File: src/design/oms_regs.svh
// Constants for the operating mode select block
`ifndef OMS_REGS_SVH
`define OMS_REGS_SVH
`define OMS_STRAP_W 3
`define OMS_MODE_1 3'h1
`define OMS_MODE_2 3'h2
`define OMS_MODE_3 3'h3
`define OMS_MODE_4 3'h4
`define OMS_MODE_7 3'h7
`define OMS_LATCH_RST 8'hc7
`define OMS_LATCH_HI 2'h3
`define OMS_LATCH_MID 3'h0
`define OMS_ADDR_W_MIN 5'h10
`define OMS_ADDR_W_MAX 5'h14
`define OMS_SYNC_STAGES 3
`endif

File: src/design/oms_pkg.sv
// Types for the operating mode select block
package oms_pkg;
   typedef struct packed {
      logic expanded;
      logic rom_enable;
      logic cpu_max;
      logic save_code_page;
      logic port6_bus;
      logic [4:0] addr_width;
   } oms_cfg_t;

   // Capture sequencing, one-hot
   typedef enum logic [2:0] {
      PH_HELD = 3'h1,
      PH_LOAD = 3'h2,
      PH_RUN = 3'h4
   } oms_phase_t;
endpackage

File: src/design/oms_mode_select.sv
// Operating mode capture and decode
//
// Operation
// - Capture straps at reset release, use them
// - Decode mode to ROM, CPU mode, space
// - Expanded minimum modes limit address to 64K
// - Expanded maximum modes reach up to 1M
// - Modes one to four allow external cycles
// - Maximum modes save code page on interrupt
// - Mode selects function of multiplexed pins
// - Latch register low bits mirror straps, read-only
// - Latch bits seven, six one; five-three zero
`timescale 1ns/100ps
`include "oms_regs.svh"
module oms_mode_select #(
   // Synchroniser depth per strap pin
   parameter int SYNC_STAGES = `OMS_SYNC_STAGES
) (
   // Clock and reset
   input wire logic i_clk_sys,
   input wire logic i_reset,
   // Strap pins
   input wire logic i_mode_strap_2,
   input wire logic i_mode_strap_1,
   input wire logic i_mode_strap_0,
   // Decoded mode
   output oms_pkg::oms_cfg_t o_cfg,
   output logic [7:0] o_mode_latch_register,
   output logic o_mode_invalid,
   output logic o_mode_valid
);
   import oms_pkg::*;

   // Capture phases: held in reset, one load cycle, then running
   oms_phase_t phase;
   oms_phase_t next_phase;

   // Synchronised straps, the captured code and its decoded views
   wire logic [2:0] stable;
   logic [2:0] strap_pins;
   logic [2:0] latched;
   logic [2:0] mode_code;
   logic capture_now;
   logic outputs_held;
   oms_cfg_t next_cfg;
   logic next_invalid;
   logic [7:0] next_latch_view;

   // A two-stage chain would compare a flop that may still be settling
   if (SYNC_STAGES < 3) begin : g_depth_check
      $error("oms_mode_select needs at least three sync stages");
   end

   // The port list carries exactly three strap pins
   if (`OMS_STRAP_W != 3) begin : g_width_check
      $error("oms_mode_select is built for three strap pins");
   end

   // Codes zero, five and six have no mode behind them
   function automatic logic mode_unusable(input logic [2:0] m);
      return (m == 3'h0) || (m == 3'h5) || (m == 3'h6);
   endfunction

   function automatic oms_cfg_t decode(input logic [2:0] m);
      oms_cfg_t c;
      c = '0;
      case (m)
         `OMS_MODE_1: begin
            c.expanded = 1'b1;
            c.addr_width = `OMS_ADDR_W_MIN;
         end
         `OMS_MODE_2: begin
            c.expanded = 1'b1;
            c.rom_enable = 1'b1;
            c.addr_width = `OMS_ADDR_W_MIN;
         end
         `OMS_MODE_3: begin
            c.expanded = 1'b1;
            c.cpu_max = 1'b1;
            c.save_code_page = 1'b1;
            c.port6_bus = 1'b1;
            c.addr_width = `OMS_ADDR_W_MAX;
         end
         `OMS_MODE_4: begin
            c.expanded = 1'b1;
            c.rom_enable = 1'b1;
            c.cpu_max = 1'b1;
            c.save_code_page = 1'b1;
            c.port6_bus = 1'b1;
            c.addr_width = `OMS_ADDR_W_MAX;
         end
         `OMS_MODE_7: begin
            c.rom_enable = 1'b1;
            c.addr_width = `OMS_ADDR_W_MIN;
         end
         default: begin
            c = '0;
         end
      endcase
      return c;
   endfunction

   assign strap_pins = {i_mode_strap_2, i_mode_strap_1, i_mode_strap_0};

   // Straps are board levels with no clock of their own: each pin runs
   // through its own chain, and a level counts once the last two agree.
   // No reset here, so the chain tracks the straps while reset is held.
   for (genvar b = 0; b < `OMS_STRAP_W; b++) begin : g_sync
      logic [SYNC_STAGES-1:0] chain;
      logic level;

      always_ff @(posedge i_clk_sys) begin
         chain <= {chain[SYNC_STAGES-2:0], strap_pins[b]};
      end

      always_ff @(posedge i_clk_sys) begin
         if (chain[SYNC_STAGES-1] == chain[SYNC_STAGES-2]) begin
            level <= chain[SYNC_STAGES-1];
         end
      end

      assign stable[b] = level;
   end

   // One load cycle after release, then run until the next reset
   always_comb begin
      next_phase = phase;
      case (phase)
         PH_HELD: begin
            next_phase = PH_LOAD;
         end
         PH_LOAD: begin
            next_phase = PH_RUN;
         end
         PH_RUN: begin
            next_phase = PH_RUN;
         end
         // A lost code falls back to PH_HELD and captures again on the next clock, without a reset
         default: begin
            next_phase = PH_HELD;
         end
      endcase
   end

   // Reset wins over the phase sequence
   always_ff @(posedge i_clk_sys) begin
      if (i_reset) begin
         phase <= PH_HELD;
      end else begin
         phase <= next_phase;
      end
   end

   // Capture on the first clock after release, never under reset itself
   assign capture_now = (phase == PH_HELD) && !i_reset;

   // Outputs stay at their reset values (latch view at its reset pattern) until the captured code has landed
   assign outputs_held = i_reset || (phase == PH_HELD);

   // Mode bits sit at the register's reset pattern until the capture
   always_ff @(posedge i_clk_sys) begin
      if (i_reset) begin
         latched <= 3'(`OMS_LATCH_RST);
      end else if (capture_now) begin
         latched <= stable;
      end
   end

   // Only reset and capture_now write the code, so later strap changes are lost
   assign mode_code = latched;

   always_comb begin
      next_cfg = decode(mode_code);
   end

   // Invalid codes decode to an all-zero setup; the flag is for test
   always_comb begin
      next_invalid = mode_unusable(mode_code);
   end

   // Fixed top bits over the latched code; there is no write path
   always_comb begin
      next_latch_view = {`OMS_LATCH_HI, `OMS_LATCH_MID, mode_code};
   end

   // Decoded setup: space, ROM, CPU mode, bus access, pin roles
   always_ff @(posedge i_clk_sys) begin
      if (outputs_held) begin
         o_cfg <= '0;
      end else begin
         o_cfg <= next_cfg;
      end
   end

   // Registered so the view changes in step with the other outputs
   always_ff @(posedge i_clk_sys) begin
      if (outputs_held) begin
         o_mode_latch_register <= `OMS_LATCH_RST;
      end else begin
         o_mode_latch_register <= next_latch_view;
      end
   end

   always_ff @(posedge i_clk_sys) begin
      if (outputs_held) begin
         o_mode_invalid <= 1'b0;
      end else begin
         o_mode_invalid <= next_invalid;
      end
   end

   // Valid marks the cycle from which every output above can be used
   always_ff @(posedge i_clk_sys) begin
      if (outputs_held) begin
         o_mode_valid <= 1'b0;
      end else begin
         o_mode_valid <= 1'b1;
      end
   end
endmodule

File: config.mk
export PLATFORM = sky130hd
export DESIGN_NAME = oms_mode_select
export DESIGN_NICKNAME = d
export VERILOG_FILES = /design/src/design/oms_pkg.sv /design/src/design/oms_mode_select.sv
export VERILOG_INCLUDE_DIRS = /design/src /design/src/design
export SDC_FILE = /design/constraint.sdc
export NUM_CORES = 1
export LEC_CHECK = 0
export BUFFER_PORTS_ARGS = -buffer_cell sky130_fd_sc_hd__buf_2
export CORE_UTILIZATION = 44
export CTS_CLUSTER_SIZE = 14
export DETAILED_ROUTE_END_ITERATION = 10
export MAX_ROUTING_LAYER = met4
export PLACE_DENSITY = 0.73
export SETUP_SLACK_MARGIN = 0.05
export SYNTH_ARGS = -nofsm -noshare
export SYNTH_HDL_FRONTEND = slang
export SYNTH_SLANG_ARGS = --single-unit
export TNS_END_PERCENT = 10
File: constraint.sdc
create_clock -name i_clk_sys -period 0.95 [get_ports i_clk_sys]
set_input_delay 0.095 -clock i_clk_sys [delete_from_list [all_inputs] [get_ports i_clk_sys]]
set_output_delay 0.095 -clock i_clk_sys [all_outputs]
set_load 0.02 [all_outputs]
==> impl_metrics.tcl <==
set metrics [dict create \
    finalMaxSlewViolations 0 \
    violations "setup timing" \
    htree_levels 1 \
    synth.area.top_cells "dfxtp_1 (56%), edfxtp_1 (10%), buf_4 (8.4%)" \
    clk_pin_slew_ps 140 \
    layout.cells.non_filler 122 \
    ir_worst_vdd_mv 1.69 \
    dieArea_um2 2220 \
    whs_path_depth 2 \
    rr_endpoint "latched[1]" \
    syn_to_final_growth_pct 25.8 \
    nets 103 \
    wire_per_inst_um 9.10 \
    r2r_slack_ps -90 \
    cts_tree "built" \
    io_pins 25 \
    vias 527 \
    crit_path_end_kind "flip-flop" \
    grt_max_degree 16 \
    fin_setup_tns_ps -421 \
    synth_top_cell_by_area "dfxtp_1" \
    synth_edf_count 3 \
    timing.rr.start "phase[0]" \
    ys_seq_area_frac 0.659 \
    cp_data_arrival_time_ps 1270 \
    first_pass_iters 2 \
    mostFrequentLayoutCell "dfxtp_1" \
    drt_iter0_drc 5 \
    p_per_area_nw_per_um2 2240 \
    antenna_found_initial 0 \
    synth_top_area_frac 0.559 \
    grt_pass1_wl_um 1880 \
    ys_warn_count 0 \
    viasPerCell 4.32 \
    place_inst 114 \
    drive_above_1_share 0.381 \
    wl_um 1110 \
    die_w_um 47.1 \
    status "complete, but fails checks" \
    synth_ff_type "dfxtp_1" \
    fmax_ghz 0.958 \
    path_max_fanout 4 \
    r2r_cells 3 \
    setup_violations 9 \
    core_area_um2 1820 \
    hp-start "i_reset" \
    cts-root-buf "clkbuf_4" \
    period_share 1.10 \
    startpoint_type "flip-flop" \
    clk_latency_ps 310 \
    cts_buffers 3 \
    path_class "flip-flop to flip-flop" \
    cp.required_ps 1170 \
    p_leak_nw 0.477 \
    antenna_left 0 \
    post_cts.repair.setup_buffers 0 \
    gp_congestion 0.831 \
    maxCapViolCount 0 \
    place_ws_ps -77.0 \
    cts_max_path_buffers 2 \
    die_h_um 47.1 \
    portBuffers 16 \
    rows 15 \
    start_util 0.492 \
    ys_types 22 \
    synthesis.area_um2 896 \
    synth.avg_cell_area_um2 12.3 \
    cts.sinks 28 \
    syn_inst 73 \
    min_period_ps 1040 \
    n_antenna_cell 0 \
    fin_worst_skew_ps 4.86 \
    hpwl_um 750 \
    rsz0062_at_grt "true" \
    grt_pass1_vias 474 \
    holdPathEnd "o_mode_latch_register[0]" \
    grt_util_all_layers 0.135 \
    setup_slack_ps -94.3 \
    hp-class "input pin to flip-flop" \
    synth-async-reset-ratio 0 \
    drc_errors 0 \
    hold_viol_final 0 \
    overflow 0 \
    mostFrequentLayoutCells "dfxtp_1 (19), buf_4 (9), conb_1 (8)" \
    ys_seq_elements 28 \
]
==> synth_stat cells, drive strengths merged, types with 2 or more instances <==
library cell / number
nor3: 2
nand2: 2
nor2: 5
or3: 2
a21oi: 3
o21a: 3
inv: 3
nor3b: 2
conb: 2
dfxtp: 25
edfxtp: 3
buf: 10
xnor2: 5
==> cell type report <==
class / count / area [µm²]
multi-input cells: 38 / 251
clock inverters: 1 / 3.75
flip-flops and latches: 28 / 598
inverters: 3 / 13.8
repair buffers: 24 / 206
clock buffers: 3 / 22.5
fillers: 145 / 693
well taps: 25 / 31.3
==> cell families (layout without fill, tap and decap cells) <==
kind of cell	Yosys count	in the layout	synth area share
DFF	28	28	0.659
and+or+nand+nor	17	17	0.119
buffers and inverters	13	31	0.0964
AOI/OAI and AO/OA	7	7	0.0586
xor gates and xnor gates	6	6	0.0587
other	2	8	0.00838
==> worst max-delay path: stages (launching register included) <==
cell     delay [ps]
dfxtp_2         350
nor3b_4         150
or3_1           340
o21a_1          120
==> state kept, by name (all words and copies together), names as in the netlist <==
| signal | cells |
|---|---|
| o_cfg | 5 |
| g_sync.chain | 9 |
| latched | 3 |
| g_sync.level | 3 |
| phase | 3 |
| o_mode_latch_register | 3 |
| o_mode_valid | 1 |
| o_mode_invalid | 1 |
==> where the power goes <==
part | internal (mW) | switching (mW) | leakage [nW]
combinational | 0.315 | 0.310 | 0.224
clock | 0.154 | 0.310 | 0.0154
sequential | 1.35 | 0.0870 | 0.237
==> per-stage QoR <==
step	utilization	hold WS (ps)	cell area (µm²)	power, mW
after floorplan	-	123	922	1.85
after global placement	0.543	199	988	1.96
after detailed placement	0.543	199	988	1.97
after CTS	0.593	24.8	1080	2.47
after global routing	0.619	18.8	1130	2.69
final	0.619	33.4	1130	2.53
==> repair_timing <==
| action | CTS | global route |
|---|---|---|
| pin swaps | 4 | 1 |
| gates cloned | 0 | 0 |
| gates resized for setup | 10 | 17 |
| endpoints found under the setup margin | 20 | 28 |
| hold endpoints to repair | 4 | 0 |
| hold buffers | 4 | 0 |
==> how the worst max path moves through the flow <==
stage               startpoint          to  slack, ps  cells past startpoint
floorplan             phase[2]    o_cfg[4]        -30                      4
global placement      phase[2]    o_cfg[4]        -60                      4
detailed placement    phase[2]    o_cfg[4]        -80                      4
CTS                   phase[2]    o_cfg[4]       -100                      4
global route          phase[0]  latched[1]       -150                      3
finish                phase[0]  latched[1]        -90                      3
==> layer usage <==
layer / global-route usage / wire [µm] / vias to the layer above
li1: - / - / 262
met1: 0.138 / 436 / 236
met2: 0.211 / 569 / 25
met3: 0.0577 / 74 / 4
met4: 0.0857 / 29 / 0
met5: - / 0 / -
Note: power is estimated with default switching activity, not from simulation.
